==> config.mk <==
export PLATFORM = sky130hd
export DESIGN_NAME = servo_fault_status_manager
export DESIGN_NICKNAME = d
export VERILOG_FILES = /design/src/design/servo_fault_pkg.sv /design/src/design/servo_fault_status_manager.sv
export SDC_FILE = /design/constraint.sdc
export NUM_CORES = 1
export LEC_CHECK = 0
export ABC_AREA = 1
export BUFFER_PORTS_ARGS = -buffer_cell sky130_fd_sc_hd__buf_4
export CAP_MARGIN = 20
export CORE_MARGIN = 2
export CORE_UTILIZATION = 60
export CTS_CLUSTER_DIAMETER = 40
export CTS_CLUSTER_SIZE = 16
export DETAILED_ROUTE_END_ITERATION = 10
export PLACE_DENSITY = 0.84
export SKIP_CTS_REPAIR_TIMING = 1
export SLEW_MARGIN = 20
export SYNTH_ARGS = -nofsm -noshare
export SYNTH_HDL_FRONTEND = slang
export SYNTH_SLANG_ARGS = --single-unit
==> constraint.sdc <==
create_clock -name clock -period 5.9 [get_ports clock]
set_input_delay 0.295 -clock clock [delete_from_list [all_inputs] [get_ports clock]]
set_output_delay 0.295 -clock clock [all_outputs]
set_load 0.05 [all_outputs]
==> src/design/servo_fault_pkg.sv <==
package servo_fault_pkg;

  // ---------------------------------------------------------------
  // Alarm sources, one bit each
  // ---------------------------------------------------------------
  localparam int ALM_W        = 17;
  localparam int ALM_SENSOR   = 0;
  localparam int ALM_POSDATA  = 1;
  localparam int ALM_MOTCABLE = 2;
  localparam int ALM_OVERSPD  = 3;
  localparam int ALM_COMMUT   = 4;
  localparam int ALM_CPU      = 5;
  localparam int ALM_RAM      = 6;
  localparam int ALM_ROM      = 7;
  localparam int ALM_SYSTEM   = 8;
  localparam int ALM_IFACE    = 9;
  localparam int ALM_ADC      = 10;
  localparam int ALM_EHALT    = 11;
  localparam int ALM_HEAT     = 12;
  localparam int ALM_OVOLT    = 13;
  localparam int ALM_OCURR    = 14;
  localparam int ALM_LOWCTL   = 15;
  localparam int ALM_PWRMOD   = 16;

  // ---------------------------------------------------------------
  // Warning sources, one bit each
  // ---------------------------------------------------------------
  localparam int WRN_W        = 7;
  localparam int WRN_OVLOAD   = 0;
  localparam int WRN_HOME     = 1;
  localparam int WRN_CMDFB    = 2;
  localparam int WRN_POSERR   = 3;
  localparam int WRN_PROG     = 4;
  localparam int WRN_TUNE     = 5;
  localparam int WRN_LOWMAIN  = 6;

  // Warnings that remove servo power at once.
  localparam logic [WRN_W-1:0] WRN_SERVO_OFF_MASK = 7'h4D;
  // Warnings that stop the motor only after the current operation.
  localparam logic [WRN_W-1:0] WRN_CYCLE_STOP_MASK = 7'h30;
  // Alarms never written into history.
  localparam logic [ALM_W-1:0] ALM_NO_HIST_MASK = 17'h00840;
  // Alarms written only while recording still works.
  localparam logic [ALM_W-1:0] ALM_COND_HIST_MASK = 17'h000A0;

  // ---------------------------------------------------------------
  // Timing
  // ---------------------------------------------------------------
  localparam longint CLK_HZ      = 25000000;
  localparam longint INIT_MS     = 3000;
  localparam longint INIT_CYCLES = (INIT_MS * CLK_HZ) / 1000;

  typedef enum logic [1:0] {
    PWR_OFF_T,
    PWR_ORANGE,
    PWR_GREEN
  } power_led_t;

  // Front panel indication.
  typedef struct packed {
    power_led_t       power_led;
    logic             code_valid;
    logic [4:0]       code_index;
    logic             code_is_warning;
  } panel_t;

  // History write port, one pulse per recorded event.
  typedef struct packed {
    logic             valid;
    logic             is_warning;
    logic [4:0]       index;
  } history_t;

endpackage

==> src/design/servo_fault_status_manager.sv <==
`timescale 1ns/1ps
`default_nettype none

module servo_fault_status_manager
  import servo_fault_pkg::*;
#(
  parameter longint INIT_COUNT = servo_fault_pkg::INIT_CYCLES
) (
  // Clock and reset
  input  wire logic                                clock,
  input  wire logic                                sys_rst,
  // Host discrete inputs, asynchronous pins
  input  wire logic                                servo_on_request,
  input  wire logic                                halt_input,
  input  wire logic                                emergency_halt_input,
  input  wire logic                                fault_clear_input,
  // Internal requests on this clock
  input  wire logic                                clear_fault_command,
  input  wire logic                                fault_query_command,
  input  wire logic                                op_request,
  input  wire logic                                op_dir_plus,
  input  wire logic                                motion_active,
  input  wire logic                                servo_established,
  input  wire logic                                history_writable,
  // Fault detectors on this clock, levels
  input  wire logic [servo_fault_pkg::ALM_W-1:0]   alarm_cause,
  input  wire logic [servo_fault_pkg::WRN_W-1:0]   warning_cause,
  input  wire logic                                limit_plus_cause,
  input  wire logic                                limit_minus_cause,
  // Polarity configuration: 1 means negative logic
  input  wire logic                                ready_negative,
  input  wire logic                                minor_negative,
  input  wire logic                                limit_negative,
  // Status outputs, 1 means the contact is closed
  output logic                                     drive_ready_out,
  output logic                                     minor_fault_out,
  output logic                                     travel_limit_plus_out,
  output logic                                     travel_limit_minus_out,
  output logic                                     servo_state_out,
  // Motor control
  output logic                                     servo_enable,
  output logic                                     dynamic_brake,
  output logic                                     op_execute,
  // Panel, history and query answer
  output servo_fault_pkg::panel_t                  panel,
  output servo_fault_pkg::history_t                history,
  output logic [servo_fault_pkg::ALM_W-1:0]        alarm_status,
  output logic [servo_fault_pkg::WRN_W-1:0]        warning_status
);

  // ---------------------------------------------------------------
  // Pin synchronisers
  // ---------------------------------------------------------------
  logic [3:0] pin_meta_q;
  logic [3:0] pin_sync_q;
  logic       son_s;
  logic       halt_s;
  logic       ehalt_s;
  logic       fclr_s;

  always_ff @(posedge clock or posedge sys_rst) begin
    if (sys_rst) begin
      pin_meta_q <= 4'h0;
      pin_sync_q <= 4'h0;
    end else begin
      pin_meta_q <= {fault_clear_input, emergency_halt_input,
                     halt_input, servo_on_request};
      pin_sync_q <= pin_meta_q;
    end
  end

  assign son_s   = pin_sync_q[0];
  assign halt_s  = pin_sync_q[1];
  assign ehalt_s = pin_sync_q[2];
  assign fclr_s  = pin_sync_q[3];

  // ---------------------------------------------------------------
  // Power-up initialization
  // ---------------------------------------------------------------
  typedef enum logic [1:0] {
    ST_INIT,
    ST_RUN
  } phase_t;

  phase_t      phase_q;
  logic [31:0] init_cnt_q;
  logic        init_done;

  assign init_done = (init_cnt_q == 32'(INIT_COUNT - 1));

  always_ff @(posedge clock or posedge sys_rst) begin
    if (sys_rst) begin
      phase_q    <= ST_INIT;
      init_cnt_q <= 32'h0;
    end else begin
      case (phase_q)
        ST_INIT: begin
          init_cnt_q <= init_cnt_q + 32'h1;
          if (init_done) begin
            phase_q <= ST_RUN;
          end
        end
        ST_RUN: begin
          phase_q <= ST_RUN;
        end
        default: begin
          phase_q <= ST_INIT;
        end
      endcase
    end
  end

  logic running;
  assign running = (phase_q == ST_RUN);

  // ---------------------------------------------------------------
  // Fault latches
  // ---------------------------------------------------------------
  // Emergency halt is a live level: it clears three cycles after the input is
  // released. Other alarms latch until reset, the power cycle here.
  logic [ALM_W-1:0] alarm_q;
  logic [ALM_W-1:0] alarm_src;
  logic [ALM_W-1:0] alarm_d;
  logic [WRN_W-1:0] warn_q;
  logic [WRN_W-1:0] warn_d;
  logic             warn_clear;

  always_comb begin
    alarm_src            = alarm_cause;
    alarm_src[ALM_EHALT] = ehalt_s;
  end

  always_comb begin
    alarm_d            = alarm_q | (alarm_src & {ALM_W{running}});
    alarm_d[ALM_EHALT] = running & ehalt_s;
  end

  assign warn_clear = fclr_s | clear_fault_command;
  // A cause still present wins over a clear in the same cycle.
  assign warn_d = running ? ((warn_q & ~{WRN_W{warn_clear}}) | warning_cause)
                          : '0;

  always_ff @(posedge clock or posedge sys_rst) begin
    if (sys_rst) begin
      alarm_q <= '0;
      warn_q  <= '0;
    end else begin
      alarm_q <= alarm_d;
      warn_q  <= warn_d;
    end
  end

  // Travel limits follow the position live and clear on their own.
  logic lim_plus;
  logic lim_minus;
  assign lim_plus  = running & limit_plus_cause;
  assign lim_minus = running & limit_minus_cause;

  // ---------------------------------------------------------------
  // Motor control
  // ---------------------------------------------------------------
  logic any_alarm;
  logic any_warn;
  logic warn_off_now;
  logic cycle_stop_pending;
  logic servo_allowed;
  logic dir_ok;

  assign any_alarm    = |alarm_q;
  assign any_warn     = |warn_q;
  assign warn_off_now = |(warn_q & WRN_SERVO_OFF_MASK);
  // Program and tuning warnings let the running move finish first.
  assign cycle_stop_pending =
    (|(warn_q & WRN_CYCLE_STOP_MASK)) & ~motion_active;
  // Alarm term is independent of warnings, so a clear cannot undo it.
  assign servo_allowed = running & son_s & ~any_alarm
                       & ~warn_off_now & ~cycle_stop_pending;
  assign dir_ok = ~(lim_plus & op_dir_plus)
                & ~(lim_minus & ~op_dir_plus);

  logic servo_q;
  logic servo_state_q;
  logic op_q;

  always_ff @(posedge clock or posedge sys_rst) begin
    if (sys_rst) begin
      servo_q       <= 1'b0;
      servo_state_q <= 1'b0;
      op_q          <= 1'b0;
    end else begin
      servo_q       <= servo_allowed;
      servo_state_q <= servo_allowed & servo_established;
      op_q          <= op_request & servo_allowed & servo_established
                     & ~halt_s & dir_ok;
    end
  end

  assign servo_enable    = servo_q;
  assign dynamic_brake   = ~servo_q;
  assign servo_state_out = servo_state_q;
  assign op_execute      = op_q;

  // ---------------------------------------------------------------
  // Status contacts
  // ---------------------------------------------------------------
  // Contact level: 1 closed while healthy. Negative setting inverts.
  function automatic logic contact(input logic healthy,
                                   input logic negative);
    contact = negative ? ~healthy : healthy;
  endfunction

  logic ready_q;
  logic minor_q;
  logic lplus_q;
  logic lminus_q;

  always_ff @(posedge clock or posedge sys_rst) begin
    if (sys_rst) begin
      ready_q  <= 1'b0;
      minor_q  <= 1'b0;
      lplus_q  <= 1'b0;
      lminus_q <= 1'b0;
    end else begin
      ready_q  <= running & ~any_alarm;
      minor_q  <= running & ~any_warn;
      lplus_q  <= running & ~lim_plus;
      lminus_q <= running & ~lim_minus;
    end
  end

  // Shipped polarity comes from the configuration inputs.
  assign drive_ready_out        = contact(ready_q, ready_negative);
  assign minor_fault_out        = contact(minor_q, minor_negative);
  assign travel_limit_plus_out  = contact(lplus_q, limit_negative);
  assign travel_limit_minus_out = contact(lminus_q, limit_negative);

  // ---------------------------------------------------------------
  // Panel and query answer
  // ---------------------------------------------------------------
  function automatic logic [4:0] first_set(input logic [ALM_W-1:0] v);
    first_set = 5'h0;
    for (int i = ALM_W - 1; i >= 0; i--) begin
      if (v[i]) begin
        first_set = 5'(i);
      end
    end
  endfunction

  logic   any_fault;
  panel_t panel_d;
  panel_t panel_q;

  assign any_fault = any_alarm | any_warn | lim_plus | lim_minus;

  always_comb begin
    panel_d.power_led       = (~running | any_fault) ? PWR_ORANGE
                                                     : PWR_GREEN;
    panel_d.code_valid      = any_fault;
    panel_d.code_is_warning = ~any_alarm & any_warn;
    panel_d.code_index      = any_alarm ? first_set(alarm_q)
                            : first_set({{(ALM_W-WRN_W){1'b0}}, warn_q});
  end

  always_ff @(posedge clock or posedge sys_rst) begin
    if (sys_rst) begin
      panel_q        <= '{PWR_ORANGE, 1'b0, 5'h0, 1'b0};
      alarm_status   <= '0;
      warning_status <= '0;
    end else begin
      panel_q <= panel_d;
      if (fault_query_command) begin
        alarm_status   <= alarm_q;
        warning_status <= warn_q;
      end
    end
  end

  assign panel = panel_q;

  // ---------------------------------------------------------------
  // History recording
  // ---------------------------------------------------------------
  // One new fault per cycle is logged; a rare second one in the same
  // cycle waits, because its pending bit stays set until recorded.
  logic [ALM_W-1:0] alm_new;
  logic [WRN_W-1:0] wrn_new;
  logic [ALM_W-1:0] alm_rec_q;
  logic [WRN_W-1:0] wrn_rec_q;
  logic [ALM_W-1:0] alm_pend;
  logic [WRN_W-1:0] wrn_pend;
  logic [ALM_W-1:0] alm_ok;
  logic [4:0]       pick_a;
  logic [4:0]       pick_w;
  history_t         hist_q;

  assign alm_ok   = ~ALM_NO_HIST_MASK
                  & (history_writable ? '1 : ~ALM_COND_HIST_MASK);
  assign alm_new  = alarm_q & alm_ok;
  assign wrn_new  = warn_q;
  assign alm_pend = alm_new & ~alm_rec_q;
  assign wrn_pend = wrn_new & ~wrn_rec_q;
  assign pick_a   = first_set(alm_pend);
  assign pick_w   = first_set({{(ALM_W-WRN_W){1'b0}}, wrn_pend});

  always_ff @(posedge clock or posedge sys_rst) begin
    if (sys_rst) begin
      alm_rec_q <= '0;
      wrn_rec_q <= '0;
      hist_q    <= '0;
    end else begin
      hist_q    <= '0;
      wrn_rec_q <= wrn_rec_q & warn_q;
      if (|alm_pend) begin
        alm_rec_q[pick_a] <= 1'b1;
        hist_q            <= '{1'b1, 1'b0, pick_a};
      end else if (|wrn_pend) begin
        wrn_rec_q[pick_w[2:0]] <= 1'b1;
        hist_q                 <= '{1'b1, 1'b1, pick_w};
      end
    end
  end

  assign history = hist_q;
endmodule

`default_nettype wire

* After elaboration in Yosys (flattened, before gate mapping) *
Index checks and enable logic that the tools add are counted.

word-level totals
  logic and storage cells = 163
  output and inout port bits = 48
  bits in registers = 137
  bits of input ports = 42

cells by class
  bitwise operators = 56
  reduce and logical (&&, ||, !) cells = 9
  eq/ne operators = 3
  order comparisons = 4
  add/sub/neg operators = 1
  multiplexer cells = 66

operator list
  kind                                                                                 count
  5-bit two-way mux                                                                    47
  17-bit bitwise AND                                                                   3
  7-bit two-way mux                                                                    5
  17-bit OR                                                                            2
  17-bit OR reduction                                                                  2
  32-bit by 1-bit adder with 32-bit output, second input constant                      1
  32-bit by 27-bit == test with 1-bit output, second input constant                    1
  1-bit bitwise AND                                                                    21
  7-bit bitwise AND                                                                    3
  1-bit NOT                                                                            17
  17-bit NOT                                                                           1
  7-bit NOT                                                                            2
  7-bit OR                                                                             2
  7-bit OR reduction                                                                   2
  8-bit two-way mux                                                                    1
  5-bit by 6-bit less-than comparator with 1-bit output, second input constant         1
  1-bit two-way mux                                                                    6
  3-bit two-way mux                                                                    2
  1-bit demux with 5-bit select                                                        1
  5-bit by 1-bit greater-or-equal comparator with 1-bit output, second input constant  1
  1-bit OR                                                                             5
  3-bit by 4-bit less-than comparator with 1-bit output, second input constant         1
  2-bit two-way mux                                                                    2
  2-bit one-hot mux with 2 select lines                                                1
  other kinds (8)                                                                      9

* Depth between registers and ports, before layout *
  word-level depth = 25
  depth in mapped cells = 17

* Worst setup path after synthesis *
Ideal clock, no wire load.

  path type = register to register
  start point = register init_cnt_q[0]
  end point = register init_cnt_q[26]
  library setup time = 0.123 ns
  setup slack = 4.155 ns
  clock period less this slack = 1.745 ns
  stages on the path, launching flop included = 12
  data required time = 5.777 ns
  data arrival time = 1.622 ns
  cell sequence = dfrtp_1 ha_1 nand3_2 nor2_4 nand2_2 nor2_4 nand2_4 nor3_4 nand2_4 nor2_2 nand2_1 xor2_1

between the ends
  longest elaborated chain between the ends = 1

RTL lines
  element                                   line                              source
  start: declaration                        servo_fault_status_manager.sv:86  logic [31:0] init_cnt_q;
  start signal: assignment                  servo_fault_status_manager.sv:98  init_cnt_q <= init_cnt_q + 32'h1;
  32-bit by 1-bit adder with 32-bit output  servo_fault_status_manager.sv:98

No other way between the ends.
A chain may end at the register's enable or synchronous reset.

* Worst setup path in the final report *
  start point = register phase_q[0]
  end point = register init_cnt_q[25]

between the ends
  longest elaborated chain between the ends = 1

RTL lines
  element                   line                               source
  start: declaration        servo_fault_status_manager.sv:85   phase_t phase_q;
  start signal: assignment  servo_fault_status_manager.sv:93   phase_q <= ST_INIT;
  start signal: assignment  servo_fault_status_manager.sv:100  phase_q <= ST_RUN;
  start signal: assignment  servo_fault_status_manager.sv:104  phase_q <= ST_RUN;
  2-bit zero test           servo_fault_status_manager.sv:96   case (phase_q)

No other way between the ends.

==> reports/results.tsv <==
stage	metric	value	unit
min_path	hold path startpoint	alarm_cause[6]	
setup_path	WP data required	6330	ps
logic_synthesis	Post-Syn Nets	675	
setup_path	startpoint class of the critical path	register	
final_layout	Layout Nets	789	
min_path	Worst Hold Class	in -> reg	
power_and_ir_drop	VDD IR max	0.000240	V
floorplanning	FP Rows	35	
timing	Hold Vio Cnt, Final	5	
logic_synthesis	most frequent cell after synthesis	nand2_1	
setup_path	CP endpoint kind	register	
logic_synthesis	Post-synth top cells	137 x nand2_1, 133 x dfrtp_1, 101 x inv_1	
logic_synthesis	Post-synth EDFFs	0	
global_route	GRT Util Overall	0.286	
logic_synthesis	Synth Flop Type	dfrtp_1	
outcome	failing checks	hold timing	
logic_synthesis	Synth cell types	35	
logic_synthesis	Synth area leader	dfrtp_1	
clock_tree	root buf cell	clkbuf_8	
logic_synthesis	sequential fraction of the synthesis area	0.582	
clock_tree	Clock Latency Late Sink	520	ps
run	Max-Cap Viols	0	
global_route	initial antenna violation count	0	
timing	final setup fails	0	
floorplanning	die area	0.0104	mm^2
final_layout	Area Growth Syn to Fin	27.6	%
timing	Final TNS setup	0	ps
placed_design	Routability Congestion	0.845	
global_route	largest net degree at the start of global routing	81	
setup_path	CP arrival	3090	ps
logic_synthesis	Async S/R FF share, synth	1.00	
logic_synthesis	multiplexer share of the synthesized area	0.00195	
timing	worst hold slack	-5.66	ps
timing	Worst-Margin Slew	950	ps
setup_path	CP Class	reg -> reg	
logic_synthesis	Synth warnings	0	
timing	max_slew headroom	0.367	
logic_synthesis	top post-synthesis cells by area	dfrtp_1 58%, nand2_1 8.9%, inv_1 6.6%, nor2_1 4.9%, xor2_1 4.3%	
logic_synthesis	Synth Area in Adders	0.00217	
floorplanning	Die H	102	um
floorplanning	core box area	0.00928	mm^2
setup_path	CP max stage cell	dfrtp_1	
timing	min Tclk post-route	2670	ps
setup_path	Reg2Reg Capture Point	init_cnt_q[25]$_DFFE_PP0N_	
power_and_ir_drop	total power	2160	uW
logic_synthesis	cells after synthesis	632	
placed_design	Detailed Place HPWL	9.30	mm
clock_tree	clock tree from TritonCTS	done	
clock_tree	Num CTS Buffers	17	
timing	final period utilization	0.452	
detailed_routing	post-DR vias/cell	5.43	
clock_tree	# H-tree levels	4	
power_and_ir_drop	cell area power density	294	mW/mm^2
logic_synthesis	Synth Register Bits	134	
setup_path	R2R Setup Slk	3230	ps
setup_path	crit-path max FO	24	
placed_design	Buffers on Ports	88	
detailed_routing	Remaining DRCs	0	
clock_tree	Worst-path clk slew	60	ps
clock_tree	Max Buffers Root-to-Sink	2	
logic_synthesis	post-synthesis simple-gate area fraction	0.229	
detailed_routing	ANT nets after route	0	
min_path	WHS Endpoint	alarm_q[6]$_DFF_PP0_	
logic_synthesis	Cell Area, Synth	0.00577	mm^2
global_route	vias in the first global route	4733	
setup_path	most used cell, CP	nor2_1	
floorplanning	initial core utilization	0.621	
detailed_routing	final wirelength	14.5	mm
setup_path	critical path's largest stage delay	740	ps
setup_path	WP buf/inv	2	
detailed_routing	routed length per instance	16.3	um
detailed_routing	initial drt markers	310	
timing	unrepaired setup endpoints after global routing	false	
final_layout	Antenna diodes	0	
detailed_routing	via count	4825	
timing	Max Freq	0.375	GHz
timing	Pins Over Slew Limit	0	
timing	Worst Skew	11.1	ps
global_route	grt total ovfl	0	
final_layout	fraction of layout cells with a size suffix above 1	0.194	
power_and_ir_drop	leakage power	0.00375	uW
logic_synthesis	top-area cell type share of the netlist area	0.577	
detailed_routing	1st-pass router iterations	5	
logic_synthesis	Syn Area/Cell	9.12	um^2
global_route	first-pass GRT wire length	22.6	mm
clock_tree	Sink Count	134	
setup_path	r2r startpoint	phase_q[0]$_DFFE_PP0P_	
setup_path	CP Cell Sequence	inv_2, nand4_2, inv_1, nand4_1, nor2_1, nand3_1, nor2_1, xor2_1	
floorplanning	Die Span X	102	um
logic_synthesis	XOR/XNOR share of the synthesized area	0.0486	
logic_synthesis	main combinational cell family by area after synthesis	simple AND/OR/NAND/NOR gates	
setup_path	Worst Reg-to-Reg Cells	8	
outcome	status	complete, but fails checks	
logic_synthesis	Synth Area in Compound Gates	0.0640	
floorplanning	I/O pins	90	
min_path	worst hold stages	3	
setup_path	delay-heaviest family, CP	simple AND/OR/NAND/NOR gates	
routing by layer:
metal  GRT usage  up-vias  wire length (um)
met5           0        -                 0
met3      0.0657       43               878
met2       0.502      204              7660
met1       0.352     2354              5620
met4      0.0933        0               321
li1            -     2224                 -
stage by stage:
step / std cells / hold slack, ps / util / area, um^2 / setup WS [ps]
after floorplan: 632 / 326 / - / 5770 / 2020
after global placement: 841 / 333 / 0.707 / 6560 / 3480
after detailed placement: 841 / 348 / 0.707 / 6560 / 3400
after CTS: 873 / -126 / 0.776 / 7210 / 3290
after global routing: 888 / -5.80 / 0.793 / 7360 / 3050
final: 888 / -5.66 / 0.793 / 7360 / 3230
kinds of logic (layout without fill, tap and decap cells):
| group | count (synthesis) | in the layout |
|---|---|---|
| compound gates | 63 | 63 |
| xor+xnor | 32 | 32 |
| fa+ha+maj | 1 | 1 |
| buf+inv | 112 | 239 |
| flops | 134 | 134 |
| mux | 1 | 1 |
| simple gates | 289 | 289 |
cell type report:
cell class,count,area (um^2)
flip-flops and latches,134,3350
multi-input cells,386,1990
fillers,592,1930
repair buffers,104,818
clock buffers,20,445
inverters,103,389
clock inverters,12,199
well taps,129,161
sequential cells by signal, indices dropped and copies added (netlist names):
name / cells
minor_q: 1
phase_q: 1
warning_status: 7
lplus_q: 1
alm_rec_q: 15
init_cnt_q: 32
warn_q: 7
lminus_q: 1
alarm_status: 17
wrn_rec_q: 7
panel: 9
alarm_q: 17
pin_sync_q: 4
servo_enable: 1
servo_state_out: 1
pin_meta_q: 4
ready_q: 1
history: 7
op_execute: 1
placed cells by master (no fill, tap or decap), types with 2 or more instances in the layout:
| master | n |
|---|---|
| o41ai_1 | 3 |
| nor2_1 | 75 |
| nor2_4 | 4 |
| nand2_2 | 2 |
| nand3_2 | 3 |
| nor3_4 | 2 |
| inv_2 | 2 |
| o32ai_1 | 4 |
| dlygate4sd3_1 | 15 |
| xor2_1 | 28 |
| nand2_4 | 2 |
| nor4_1 | 4 |
| nor3_1 | 14 |
| inv_1 | 100 |
| nor3_2 | 4 |
| o211ai_1 | 2 |
| clkbuf_16 | 16 |
| buf_4 | 89 |
| a21oi_1 | 36 |
| clkinv_2 | 3 |
| clkbuf_8 | 3 |
| nand4_1 | 12 |
| bufinv_16 | 5 |
| nand2_1 | 137 |
| o21ai_0 | 10 |
| nor2_2 | 2 |
| nand4_2 | 2 |
| clkinv_4 | 2 |
| xnor2_1 | 4 |
| nand3_1 | 25 |
| o31ai_1 | 3 |
| dfrtp_1 | 133 |
how the worst max path moves through the flow:
stage	slack, ps	cells past startpoint	start	to
2_1_floorplan	2020	1	sys_rst	alarm_q[0]$_DFF_PP0_
3_3_place_gp	3480	11	phase_q[0]$_DFFE_PP0P_	init_cnt_q[26]$_DFFE_PP0N_
3_5_place_dp	3400	8	phase_q[0]$_DFFE_PP0P_	init_cnt_q[25]$_DFFE_PP0N_
4_1_cts	3290	8	phase_q[0]$_DFFE_PP0P_	init_cnt_q[25]$_DFFE_PP0N_
5_1_grt	3050	8	phase_q[0]$_DFFE_PP0P_	init_cnt_q[25]$_DFFE_PP0N_
6_report	3230	8	phase_q[0]$_DFFE_PP0P_	init_cnt_q[25]$_DFFE_PP0N_
worst reg2reg max path, stage by stage, from the launching register on:
cell	delay (ps)
dfrtp_1	740
inv_2	440
nand4_2	230
inv_1	150
nand4_1	160
nor2_1	270
nand3_1	210
nor2_1	170
xor2_1	220
where the power goes:
part / internal, uW / total [uW] / switching, uW
Sequential: 925 / 928 / 2.84
Clock: 752 / 1150 / 395
Combinational: 33.2 / 86.6 / 53.4
Note: power is estimated with default switching activity, not from simulation.
